`src/hw/skip_gate_pkg.sv`:
```
// Package for the skip-linked conversion trigger gate.
// Assumes a single 125 MHz clock and an AXI4-Lite register master.
package skip_gate_pkg;

   // Byte offsets of the registers on the bus
   localparam logic [7:0] SKIP_SETTING_OFF = 8'h00; // Skip counts and enables
   localparam logic [7:0] SKIP_COUNTER_OFF = 8'h04; // Counter readback
   localparam logic [7:0] SKIP_MODE_OFF = 8'h08; // Function select
   localparam logic [7:0] TRIGGER_LINK_OFF = 8'h0C; // Link bits
   localparam logic [7:0] STATUS_OFF = 8'h10; // Mode, windows

   // Field positions in the skip setting register
   localparam int TROUGH_COUNT_LSB = 0;
   localparam int TROUGH_EN_BIT = 3;
   localparam int CREST_COUNT_LSB = 4;
   localparam int CREST_EN_BIT = 7;

   // Field positions in the trigger link register
   localparam int LINK_B_TROUGH_BIT = 4;
   localparam int LINK_B_CREST_BIT = 5;
   localparam int LINK_A_TROUGH_BIT = 6;
   localparam int LINK_A_CREST_BIT = 7;

   // Reset values
   localparam logic [7:0] SKIP_SETTING_RST = 8'h00;
   localparam logic [15:0] TRIGGER_LINK_RST = 16'h0000;
   localparam logic [2:0] COUNT_RST = 3'h0;

   // AXI response codes
   localparam logic [1:0] RESP_OKAY = 2'h0;
   localparam logic [1:0] RESP_SLVERR = 2'h2;

   // Decoded skip setting
   typedef struct packed {
      logic crest_skip_enable;
      logic [2:0] crest_skip_count;
      logic trough_skip_enable;
      logic [2:0] trough_skip_count;
   } skip_setting_t;

   // Four link bits per timer pair
   typedef struct packed {
      logic link_a_crest;
      logic link_a_trough;
      logic link_b_crest;
      logic link_b_trough;
   } link_bits_t;

   // Timer events presented to the gate
   typedef struct packed {
      logic crest_interrupt;
      logic trough_interrupt;
      logic adc_request_a;
      logic adc_request_b;
   } timer_events_t;

   // Write channel states, one-hot
   typedef enum logic [2:0] {
      WR_IDLE = 3'b001,
      WR_COLLECT = 3'b010,
      WR_RESP = 3'b100
   } wr_state_t;

endpackage

```
`src/hw/skip_trigger_gate.sv`:
```
// Gate that drops conversion start requests in step with crest and
// trough interrupt skipping of a complementary PWM timer pair.
// Assumes timer event inputs are synchronous one-cycle pulses on aclk.
// Assumes software keeps the link bits clear outside complementary PWM.
//
// Operation
// - Crest and trough interrupts skippable, up to seven
// - Four link bits gate request A/B by window
// - Window high only while counter equals count
// - Linked to both: pass if either window
// - Crest-only link: pass only in crest window
// - Trough-only link: pass only in trough window
// - Select bit one clears setting and counters
// - Counter increments per event, wraps at count
// - Counters hold when the timer stops
// - Setting holds two 3-bit counts, two enables
// - Count of zero means no skipping
// - Clearing both enables clears skip counters
`timescale 1ns/10ps

module skip_trigger_gate (
   input wire logic aclk,
   input wire logic aresetn,
   // Timer pair events and mode
   input wire skip_gate_pkg::timer_events_t timer_events,
   input wire logic complementary_pwm_mode,
   // Gated triggers to the converter
   output logic adc_trigger_a,
   output logic adc_trigger_b,
   // Skipped interrupt outputs to the interrupt controller
   output logic crest_irq,
   output logic trough_irq,
   // AXI4-Lite slave
   input wire logic [7:0] s_axi_awaddr,
   input wire logic s_axi_awvalid,
   output logic s_axi_awready,
   input wire logic [31:0] s_axi_wdata,
   input wire logic [3:0] s_axi_wstrb,
   input wire logic s_axi_wvalid,
   output logic s_axi_wready,
   output logic [1:0] s_axi_bresp,
   output logic s_axi_bvalid,
   input wire logic s_axi_bready,
   input wire logic [7:0] s_axi_araddr,
   input wire logic s_axi_arvalid,
   output logic s_axi_arready,
   output logic [31:0] s_axi_rdata,
   output logic [1:0] s_axi_rresp,
   output logic s_axi_rvalid,
   input wire logic s_axi_rready
);

   // Software registers
   skip_gate_pkg::skip_setting_t skip_setting_reg_r; // Counts and enables
   logic [15:0] trigger_link_reg_r; // Link bits in low byte
   logic skip_function_select_r; // One selects the other skip function
   logic [2:0] crest_cnt_r; // Crest skip counter
   logic [2:0] trough_cnt_r; // Trough skip counter
   skip_gate_pkg::link_bits_t links; // Decoded link bits
   logic crest_window; // Crest request-enabled window
   logic trough_window; // Trough request-enabled window
   // Window and gating terms, all combinational from the registers
   logic crest_active; // Crest skipping in force
   logic trough_active; // Trough skipping in force
   logic pass_a; // Request A allowed through
   logic pass_b; // Request B allowed through

   // Write channel
   skip_gate_pkg::wr_state_t wr_state_r; // One-hot write state
   logic [7:0] awaddr_r; // Latched write address
   logic [31:0] wdata_r; // Latched write data
   logic [3:0] wstrb_r; // Latched strobes
   logic aw_have_r; // Address captured
   logic w_have_r; // Data captured
   logic wr_commit; // One-cycle register update strobe

   // Link bits sit in the low byte; the high byte is plain storage
   // that the gate never reads
   assign links = '{
      link_a_crest: trigger_link_reg_r[skip_gate_pkg::LINK_A_CREST_BIT],
      link_a_trough: trigger_link_reg_r[skip_gate_pkg::LINK_A_TROUGH_BIT],
      link_b_crest: trigger_link_reg_r[skip_gate_pkg::LINK_B_CREST_BIT],
      link_b_trough: trigger_link_reg_r[skip_gate_pkg::LINK_B_TROUGH_BIT]
   };

   // Skipping is live only with its enable set and a nonzero count
   assign crest_active = skip_setting_reg_r.crest_skip_enable &&
      (skip_setting_reg_r.crest_skip_count != 3'h0);
   assign trough_active = skip_setting_reg_r.trough_skip_enable &&
      (skip_setting_reg_r.trough_skip_count != 3'h0);

   // Windows open while each counter sits at its programmed count
   assign crest_window = crest_active &&
      (crest_cnt_r == skip_setting_reg_r.crest_skip_count);
   assign trough_window = trough_active &&
      (trough_cnt_r == skip_setting_reg_r.trough_skip_count);

   // Linked windows are ORed; an unlinked request passes freely
   // A linked window that never opens blocks its request for good
   always_comb begin
      // Request A
      if (links.link_a_crest && links.link_a_trough) begin
         // Either window lets the request through
         pass_a = crest_window || trough_window;
      end else if (links.link_a_crest) begin
         pass_a = crest_window;
      end else if (links.link_a_trough) begin
         pass_a = trough_window;
      end else begin
         // No link: the request ignores both windows
         pass_a = 1'b1;
      end
      // Request B
      if (links.link_b_crest && links.link_b_trough) begin
         // Either window lets the request through
         pass_b = crest_window || trough_window;
      end else if (links.link_b_crest) begin
         pass_b = crest_window;
      end else if (links.link_b_trough) begin
         pass_b = trough_window;
      end else begin
         // No link: the request ignores both windows
         pass_b = 1'b1;
      end
   end

   // Gated trigger pulses, one cycle each; the window is sampled before
   // the counter moves so a coincident event sees the old window
   // Registered so the converter never sees a combinational glitch
   always_ff @(posedge aclk) begin
      if (!aresetn) begin
         adc_trigger_a <= 1'b0;
         adc_trigger_b <= 1'b0;
      end else begin
         // A request lasts one cycle, so the trigger does too
         adc_trigger_a <= timer_events.adc_request_a && pass_a;
         adc_trigger_b <= timer_events.adc_request_b && pass_b;
      end
   end

   // Skipped interrupts: forwarded only when the counter is at the count
   // or when skipping is off for that source
   always_ff @(posedge aclk) begin
      if (!aresetn) begin
         crest_irq <= 1'b0;
         trough_irq <= 1'b0;
      end else begin
         crest_irq <= timer_events.crest_interrupt &&
            (!crest_active || crest_window);
         trough_irq <= timer_events.trough_interrupt &&
            (!trough_active || trough_window);
      end
   end

   // Crest counter: counts only on events in complementary PWM mode, so it holds
   // while the timer is stopped; cleared by select bit or by dropping both enables
   always_ff @(posedge aclk) begin
      if (!aresetn) begin
         crest_cnt_r <= skip_gate_pkg::COUNT_RST;
      end else if (skip_function_select_r) begin
         // The other skip function owns the pair; start from zero
         crest_cnt_r <= skip_gate_pkg::COUNT_RST;
      end else if (!skip_setting_reg_r.crest_skip_enable &&
                   !skip_setting_reg_r.trough_skip_enable) begin
         // Both enables off: software is about to change the count
         crest_cnt_r <= skip_gate_pkg::COUNT_RST;
      end else if (timer_events.crest_interrupt && crest_active &&
                   complementary_pwm_mode) begin
         if (crest_cnt_r == skip_setting_reg_r.crest_skip_count) begin
            // Count reached: this event was serviced, start over
            crest_cnt_r <= skip_gate_pkg::COUNT_RST;
         end else begin
            crest_cnt_r <= crest_cnt_r + 3'h1;
         end
      end
   end

   // Trough counter, same scheme as the crest counter
   always_ff @(posedge aclk) begin
      if (!aresetn) begin
         trough_cnt_r <= skip_gate_pkg::COUNT_RST;
      end else if (skip_function_select_r) begin
         // The other skip function owns the pair; start from zero
         trough_cnt_r <= skip_gate_pkg::COUNT_RST;
      end else if (!skip_setting_reg_r.crest_skip_enable &&
                   !skip_setting_reg_r.trough_skip_enable) begin
         // Both enables off: software is about to change the count
         trough_cnt_r <= skip_gate_pkg::COUNT_RST;
      end else if (timer_events.trough_interrupt && trough_active &&
                   complementary_pwm_mode) begin
         if (trough_cnt_r == skip_setting_reg_r.trough_skip_count) begin
            // Count reached: this event was serviced, start over
            trough_cnt_r <= skip_gate_pkg::COUNT_RST;
         end else begin
            trough_cnt_r <= trough_cnt_r + 3'h1;
         end
      end
   end

   // Write channel: address and data accepted in either order
   always_ff @(posedge aclk) begin
      if (!aresetn) begin
         // Readies stay low in reset and rise one edge after release
         wr_state_r <= skip_gate_pkg::WR_IDLE;
         aw_have_r <= 1'b0;
         w_have_r <= 1'b0;
         awaddr_r <= 8'h00;
         wdata_r <= 32'h0000_0000;
         wstrb_r <= 4'h0;
         s_axi_awready <= 1'b0;
         s_axi_wready <= 1'b0;
         s_axi_bvalid <= 1'b0;
         s_axi_bresp <= skip_gate_pkg::RESP_OKAY;
      end else begin
         unique case (wr_state_r)
            // Open both ready lines
            skip_gate_pkg::WR_IDLE: begin
               s_axi_awready <= 1'b1;
               s_axi_wready <= 1'b1;
               aw_have_r <= 1'b0;
               w_have_r <= 1'b0;
               wr_state_r <= skip_gate_pkg::WR_COLLECT;
            end
            // Catch each half and close its ready as it is taken
            skip_gate_pkg::WR_COLLECT: begin
               if (s_axi_awvalid && s_axi_awready) begin
                  awaddr_r <= s_axi_awaddr;
                  aw_have_r <= 1'b1;
                  s_axi_awready <= 1'b0;
               end
               if (s_axi_wvalid && s_axi_wready) begin
                  wdata_r <= s_axi_wdata;
                  wstrb_r <= s_axi_wstrb;
                  w_have_r <= 1'b1;
                  s_axi_wready <= 1'b0;
               end
               if (aw_have_r && w_have_r) begin
                  // Only the writable offsets answer OKAY
                  s_axi_bvalid <= 1'b1;
                  s_axi_bresp <= (awaddr_r == skip_gate_pkg::SKIP_SETTING_OFF ||
                     awaddr_r == skip_gate_pkg::SKIP_MODE_OFF ||
                     awaddr_r == skip_gate_pkg::TRIGGER_LINK_OFF) ?
                     skip_gate_pkg::RESP_OKAY : skip_gate_pkg::RESP_SLVERR;
                  wr_state_r <= skip_gate_pkg::WR_RESP;
               end
            end
            // Hold the response until the master takes it
            // bvalid is always high here, so bready alone retires it
            skip_gate_pkg::WR_RESP: begin
               if (s_axi_bready) begin
                  s_axi_bvalid <= 1'b0;
                  wr_state_r <= skip_gate_pkg::WR_IDLE;
               end
            end
         endcase
      end
   end

   // Registers update in the cycle the response is raised
   // Commit lasts one cycle since the state leaves collection at once
   assign wr_commit = (wr_state_r == skip_gate_pkg::WR_COLLECT) &&
      aw_have_r && w_have_r;

   // Skip setting; forced clear while the other function is selected.
   // Safe write timing is left to software.
   always_ff @(posedge aclk) begin
      if (!aresetn) begin
         skip_setting_reg_r <= skip_gate_pkg::SKIP_SETTING_RST;
      end else if (skip_function_select_r) begin
         skip_setting_reg_r <= skip_gate_pkg::SKIP_SETTING_RST;
      end else if (wr_commit && wstrb_r[0] &&
                   awaddr_r == skip_gate_pkg::SKIP_SETTING_OFF) begin
         skip_setting_reg_r <= wdata_r[7:0];
      end
   end

   // Select bit and link register
   always_ff @(posedge aclk) begin
      if (!aresetn) begin
         skip_function_select_r <= 1'b0;
         trigger_link_reg_r <= skip_gate_pkg::TRIGGER_LINK_RST;
      end else if (wr_commit) begin
         // Select bit: one hands the pair to the other skip function
         if (awaddr_r == skip_gate_pkg::SKIP_MODE_OFF && wstrb_r[0]) begin
            skip_function_select_r <= wdata_r[0];
         end
         // Link register honours both low byte strobes
         if (awaddr_r == skip_gate_pkg::TRIGGER_LINK_OFF) begin
            if (wstrb_r[0]) begin
               trigger_link_reg_r[7:0] <= wdata_r[7:0];
            end
            if (wstrb_r[1]) begin
               trigger_link_reg_r[15:8] <= wdata_r[15:8];
            end
         end
      end
   end

   // Read channel: one-cycle answer, held until rready
   always_ff @(posedge aclk) begin
      if (!aresetn) begin
         s_axi_arready <= 1'b0;
         s_axi_rvalid <= 1'b0;
         s_axi_rdata <= 32'h0000_0000;
         s_axi_rresp <= skip_gate_pkg::RESP_OKAY;
      end else if (s_axi_rvalid) begin
         // Data stays put until the master takes it
         if (s_axi_rready) begin
            s_axi_rvalid <= 1'b0;
         end
      end else if (s_axi_arvalid && s_axi_arready) begin
         s_axi_arready <= 1'b0;
         s_axi_rvalid <= 1'b1;
         s_axi_rresp <= skip_gate_pkg::RESP_OKAY;
         unique case (s_axi_araddr)
            skip_gate_pkg::SKIP_SETTING_OFF:
               s_axi_rdata <= {24'h000000, skip_setting_reg_r};
            // Counters read back as two nibbles, top bit of each zero
            skip_gate_pkg::SKIP_COUNTER_OFF:
               s_axi_rdata <= {24'h000000, 1'b0, crest_cnt_r, 1'b0,
                  trough_cnt_r};
            skip_gate_pkg::SKIP_MODE_OFF:
               s_axi_rdata <= {31'h00000000, skip_function_select_r};
            skip_gate_pkg::TRIGGER_LINK_OFF:
               s_axi_rdata <= {16'h0000, trigger_link_reg_r};
            skip_gate_pkg::STATUS_OFF:
               s_axi_rdata <= {29'h00000000, complementary_pwm_mode,
                  crest_window, trough_window};
            default: begin
               // Unmapped address answers an error with zero data
               s_axi_rdata <= 32'h0000_0000;
               s_axi_rresp <= skip_gate_pkg::RESP_SLVERR;
            end
         endcase
      end else begin
         // Idle: reopen the address channel; one read at a time
         s_axi_arready <= 1'b1;
      end
   end

endmodule // skip_trigger_gate

```
`config.mk`:
```
export PLATFORM = sky130hd
export DESIGN_NAME = skip_trigger_gate
export DESIGN_NICKNAME = d
export VERILOG_FILES = /design/src/hw/skip_gate_pkg.sv /design/src/hw/skip_trigger_gate.sv
export SDC_FILE = /design/constraint.sdc
export NUM_CORES = 1
export LEC_CHECK = 0
export BUFFER_PORTS_ARGS = -buffer_cell sky130_fd_sc_hd__buf_2
export CAP_MARGIN = 20
export CELL_PAD_IN_SITES_DETAIL_PLACEMENT = 1
export CELL_PAD_IN_SITES_GLOBAL_PLACEMENT = 2
export CORE_ASPECT_RATIO = 0.8
export CORE_MARGIN = 2
export CORE_UTILIZATION = 31
export CTS_BUF_LIST = sky130_fd_sc_hd__clkbuf_16
export DETAILED_ROUTE_END_ITERATION = 7
export PLACE_DENSITY = 0.81
export SKIP_CTS_REPAIR_TIMING = 1
export SLEW_MARGIN = 10
export SYNTH_ARGS = -nofsm -noshare
export SYNTH_HDL_FRONTEND = slang
export SYNTH_SLANG_ARGS = --single-unit
```
`constraint.sdc`:
```
create_clock -name aclk -period 2.2 [get_ports aclk]
set_clock_uncertainty 0.1 [all_clocks]
set_input_delay 0.33 -clock aclk [delete_from_list [all_inputs] [get_ports aclk]]
set_output_delay 0.33 -clock aclk [all_outputs]
set_load 0.02 [all_outputs]
```
[Word level (Yosys, flattened, before mapping)]
Index checks and enable logic that the tools add are counted.
Widths: inputs -> output; s select.
Cells by class
  bitwise operators: 2
  reduce and logical (&&, ||, !) cells: 53
  add/subtract/negate cells: 2
  mux-type cells: 29
  eq/ne operators: 15
Operators with widths (count)
  $pmux 16 s5: 1
  $eq 8x4->1 const B: 4
  $logic_and 1x1->1: 24
  $logic_not 8->1: 2
  $mux 1: 16
  $reduce_and 2->1: 8
  $mux 3: 4
  $pmux 1 s2: 5
  $pmux 3 s3: 1
  $reduce_and 3->1: 3
  $eq 8x3->1 const B: 1
  $eq 8x5->1 const B: 1
  $ne 2x2->1 const B: 4
  $add 3x1->3 const B: 2
  $eq 3x3->1: 2
  $reduce_bool 3->1: 2
  $logic_or 1x1->1: 5
  $reduce_or 5->1: 1
  $logic_not 1->1: 4
  $mux 2: 2
  $reduce_bool 2->1: 2
  $eq 3x1->1 const B: 1
  $eq 3x2->1 const B: 1
  $eq 3x3->1 const B: 1
  other kinds (3): 4
Word-level totals
  output and inout bits: 45
  word-level logic and storage cells: 128
  input port bits: 64
  register bits: 107

[Longest topological paths before layout]
  word-level depth: 7
  mapped depth: 6
  mapped depth without buffers: 4

[Worst setup path before layout]
OpenSTA, ideal clock, no wires.
  kind: register to register
  from: register s_axi_rvalid
  to: register s_axi_rdata[10]
  path buffers: 2
  clock period less this slack: 1.653 ns
  library setup time: 0.060 ns
  required time: 2.040 ns
  path slack: 0.547 ns
  cell stages (with the launch flop): 6
  data arrival time: 1.493 ns
  path through: dfxtp_1 -> and3b_1 -> buf_2 -> nor2_1 -> clkbuf_1 -> a22o_1
Between the ends
  cells in the longest elaborated chain, start to end: 2
RTL lines
  start: declaration: RTL line skip_trigger_gate.sv:49  | output logic s_axi_rvalid,
  start signal: assignment: RTL line skip_trigger_gate.sv:303  | s_axi_rvalid <= 1'b0;
  start signal: assignment: RTL line skip_trigger_gate.sv:309  | s_axi_rvalid <= 1'b0;
  start signal: assignment: RTL line skip_trigger_gate.sv:313  | s_axi_rvalid <= 1'b1;
  $not 1->1 (no source line)
  $reduce_and 2->1 (no source line)
  end signal: assignment: RTL line skip_trigger_gate.sv:317  | s_axi_rdata <= {24'h000000, skip_setting_reg_r};
  end signal: assignment: RTL line skip_trigger_gate.sv:320  | s_axi_rdata <= {24'h000000, 1'b0, crest_cnt_r, 1'b0,
  end signal: assignment: RTL line skip_trigger_gate.sv:323  | s_axi_rdata <= {31'h00000000, skip_function_select_r};
  end: declaration: RTL line skip_trigger_gate.sv:47  | output logic [31:0] s_axi_rdata,
Every way passes these cells.
A chain may end at the register's enable or synchronous reset.

[Final worst setup path]
  from: register wr_state_r[1]
  to: register skip_setting_reg_r[1] (netlist bit)
Between the ends
  cells in the longest elaborated chain, start to end: 5
RTL lines
  start: declaration: RTL line skip_trigger_gate.sv:69  | skip_gate_pkg::wr_state_t wr_state_r;
  start signal: assignment: RTL line skip_trigger_gate.sv:204  | wr_state_r <= skip_gate_pkg::WR_IDLE;
  start signal: assignment: RTL line skip_trigger_gate.sv:222  | wr_state_r <= skip_gate_pkg::WR_COLLECT;
  start signal: assignment: RTL line skip_trigger_gate.sv:244  | wr_state_r <= skip_gate_pkg::WR_RESP;
  $eq 3x2->1: RTL line skip_trigger_gate.sv:261  | assign wr_commit = (wr_state_r == skip_gate_pkg::WR_COLLECT) &&
  $logic_and 1x1->1: RTL line skip_trigger_gate.sv:261
  $logic_and 1x1->1: RTL line skip_trigger_gate.sv:262  | aw_have_r && w_have_r;
  $logic_and 1x1->1 (2 in series): RTL line skip_trigger_gate.sv:271  | end else if (wr_commit && wstrb_r[0] &&
  end signal: assignment: RTL line skip_trigger_gate.sv:268  | skip_setting_reg_r <= skip_gate_pkg::SKIP_SETTING_RST;
  end signal: assignment: RTL line skip_trigger_gate.sv:270  | skip_setting_reg_r <= skip_gate_pkg::SKIP_SETTING_RST;
  end signal: assignment: RTL line skip_trigger_gate.sv:273  | skip_setting_reg_r <= wdata_r[7:0];
  end: declaration: RTL line skip_trigger_gate.sv:54  | skip_gate_pkg::skip_setting_t skip_setting_reg_r;
Every way passes these cells.

==> out/metrics.cfg <==
[power]
swShare = 0.219
ir_worst_vdd_mv = 0.333
power_switching_mw = 0.711
internal_power_mw = 2.54
power_frac_comb = 0.059
seqPwrFrac = 0.505
power_leakage_nw = 1.72
powerDensity_mw_per_mm2 = 720
clockPowerShare = 0.436

[logic_synthesis]
synth_seq_cells = 89
syn_area_mm2 = 0.00383
syn_avg_cell_area_um2 = 9.42
ys_async_sr_fraction = 0
synth.distinct_cells = 51
yosys_warnings = 0
yosysSeqAreaShare = 0.465
synth_edf_count = 0
synthCells = 407
synthFlopType = dfxtp_1

[final_layout]
antennaDiodeCount = 0
drive_above_1_share = 0.213
fin_nets = 540
fin_cells = 626
syn_to_final_growth_pct = 17.7

[hold_path]
whs_endpoint = awaddr_r[1]
hold_path.class = in2reg
worstHoldStart = s_axi_awaddr[1]
hold_path_depth = 3

[worst_setup_path]
cp-end-kind = flip-flop
critPathKind = reg2reg
path_cells = nor3b_4 -> nand4_2 -> nor4b_2 -> buf_4 -> mux2i_1
critPathLaunchType = flip-flop
path_max_fanout = 8
cp.arrival_ns = 2.03
r2r_start = wr_state_r[1]
cpPeakStageDelay_ns = 0.37
r2r_slack_ns = 0.33
reg2reg_to = skip_setting_reg_r[1]
crit_slowest_cell = dfxtp_1
rr_worst_depth = 5
crit_required_ns = 2.36

[sta]
min_period_ns = 1.87
final.setup.tns_ns = 0
hold_violations = 0
fin_crit_sh = 0.849
max-slew-margin-rel = 0.363
worst_pin_slew_ns = 0.952
setup_viol = 0
maxSlewViolCount = 0
rsz0062_at_grt = no
fmax_mhz = 535

[die]
dieArea_mm2 = 0.0133
num_rows = 36
die_h_um = 103
pin_count = 109
initial_core_util = 0.316
core_area_mm2 = 0.0121
die_w_um = 128

[route]
dr.pass1.iters = 4
wirelength_um = 9120
vias_per_cell = 4.74
ant_nets = 0
drt_iter0_drc = 105
drc = 0
vias = 2968
wl_per_cell_um = 14.6

[global_route]
use_met2 = 0.216
track_usage = 0.145
grt-ovfl-total = 0
antenna_found_initial = 0
grt_max_degree = 42
grtUsageMet3 = 0.0473
grt_pass1_wl_um = 15100
use_met1 = 0.202
grt-busiest-layer = met2
grt_pass1_vias = 3000

[clock_network]
clkSlewWorstSetupHoldPaths_ns = 0.06
cts_buffers = 9
clock-sinks = 89
cts.path.max_buffers = 2
cts_tree = yes
clock_latency_ns = 0.33
root_buffer = clkbuf_16
cts_max_level = 3

[placement]
port_buffers = 72
placedCellCount = 615
gp_congestion = 0.751
hpwlAfterDp_um = 6830

[flow_run]
drv_cap = 0

[outcome]
status = complete, no violations

[through the flow]
step	hold slack [ns]	instance area [µm²]	total power, mW	setup slack, ns	util
finish	0.129	4510	3.25	0.331	0.372
global route	0.127	4510	3.40	0.130	0.372
CTS	0.120	4510	3.30	0.283	0.372
detailed placement	0.346	4250	1.87	0.260	0.351
global placement	0.341	4250	1.87	0.353	0.351
floorplan	0.331	3900	1.82	0.547	-
[cells in the mapped netlist (3+ instances only)]
master    number  share of area
dfxtp_1       89           0.46
nand2_1       69          0.068
mux2i_1       56           0.15
nor2_1        41          0.040
buf_4         21          0.041
a21oi_1       16          0.021
a22o_1        15          0.034
clkbuf_1      12          0.012
o21ai_0       11          0.014
xnor2_1        8          0.018
a31oi_1        5         0.0082
nor2b_1        5         0.0082
and3_1         4         0.0065
buf_2          4         0.0052
nand3_1        4         0.0052
inv_1          3         0.0029
nor3_1         3         0.0039
[worst max-delay path by stage]
stage	endpoint	slack, ns	start
after CTS	skip_setting_reg_r[1]	0.28	wr_state_r[1]
after floorplan	s_axi_rdata[10]	0.55	s_axi_rvalid
after global placement	s_axi_rdata[10]	0.35	s_axi_araddr[0]
final	skip_setting_reg_r[1]	0.33	wr_state_r[1]
after global routing	skip_setting_reg_r[4]	0.13	wr_state_r[0]
after detailed placement	s_axi_rdata[8]	0.26	s_axi_araddr[0]
[power by group through the flow]
stage	sequential (mW)	clock [mW]	combinational (mW)
global placement	1.68	0	0.191
floorplan	1.69	0	0.131
global route	1.64	1.55	0.216
CTS	1.64	1.46	0.195
detailed placement	1.68	0	0.195
finish	1.64	1.42	0.192
[placed cells by master (no fill, tap or decap), types with 3 or more instances in the layout]
master,count
dfxtp_1,89
buf_2,72
nand2_1,69
mux2i_1,56
nor2_1,41
conb_1,18
a21oi_1,16
a22o_1,15
o21ai_0,11
clkbuf_16,9
xnor2_1,8
a31oi_1,5
nor2b_1,5
buf_4,5
and3_1,4
nand3_1,4
inv_1,3
nor3_1,3
[worst max-delay path, delay by kind of cell, from the launching register on]
family	cells	cell delay, ns
flops	1	0.37
mux	1	0.20
simple gates	3	0.87
buf+inv	1	0.24
[area by class of cell]
cell class | instances | area [µm²]
Timing Repair Buffer | 77 | 398
Clock inverter | 2 | 35.0
Fill cell | 1411 | 7600
Tap cell | 152 | 190
Sequential cell | 89 | 1780
Multi-Input combinational cell | 293 | 1870
Clock buffer | 9 | 225
Inverter | 4 | 15.0
[routing by layer]
metal	up-vias	wire, µm
met5	-	0
met4	0	104
met3	10	548
met2	69	3780
met1	1385	4690
li1	1504	-
[sequential cells by signal, summed over array words and instances (netlist names), 3 cells and up]
register,flops
s_axi_rdata,16
trigger_link_reg_r,16
wdata_r,16
awaddr_r,8
skip_setting_reg_r,8
crest_cnt_r,3
trough_cnt_r,3
wr_state_r,3
[cell families after synthesis]
family | count (synthesis) | share of synthesized area
adders and majority gates | 2 | 0.00653
and+or+nand+nor | 151 | 0.193
DFF | 89 | 0.465
muxes | 57 | 0.152
AOI/OAI and AO/OA | 57 | 0.0999
buffers and inverters | 42 | 0.0649
other | 1 | 0.000978
xor gates and xnor gates | 8 | 0.0183
Note: power is estimated with default switching activity, not from simulation.
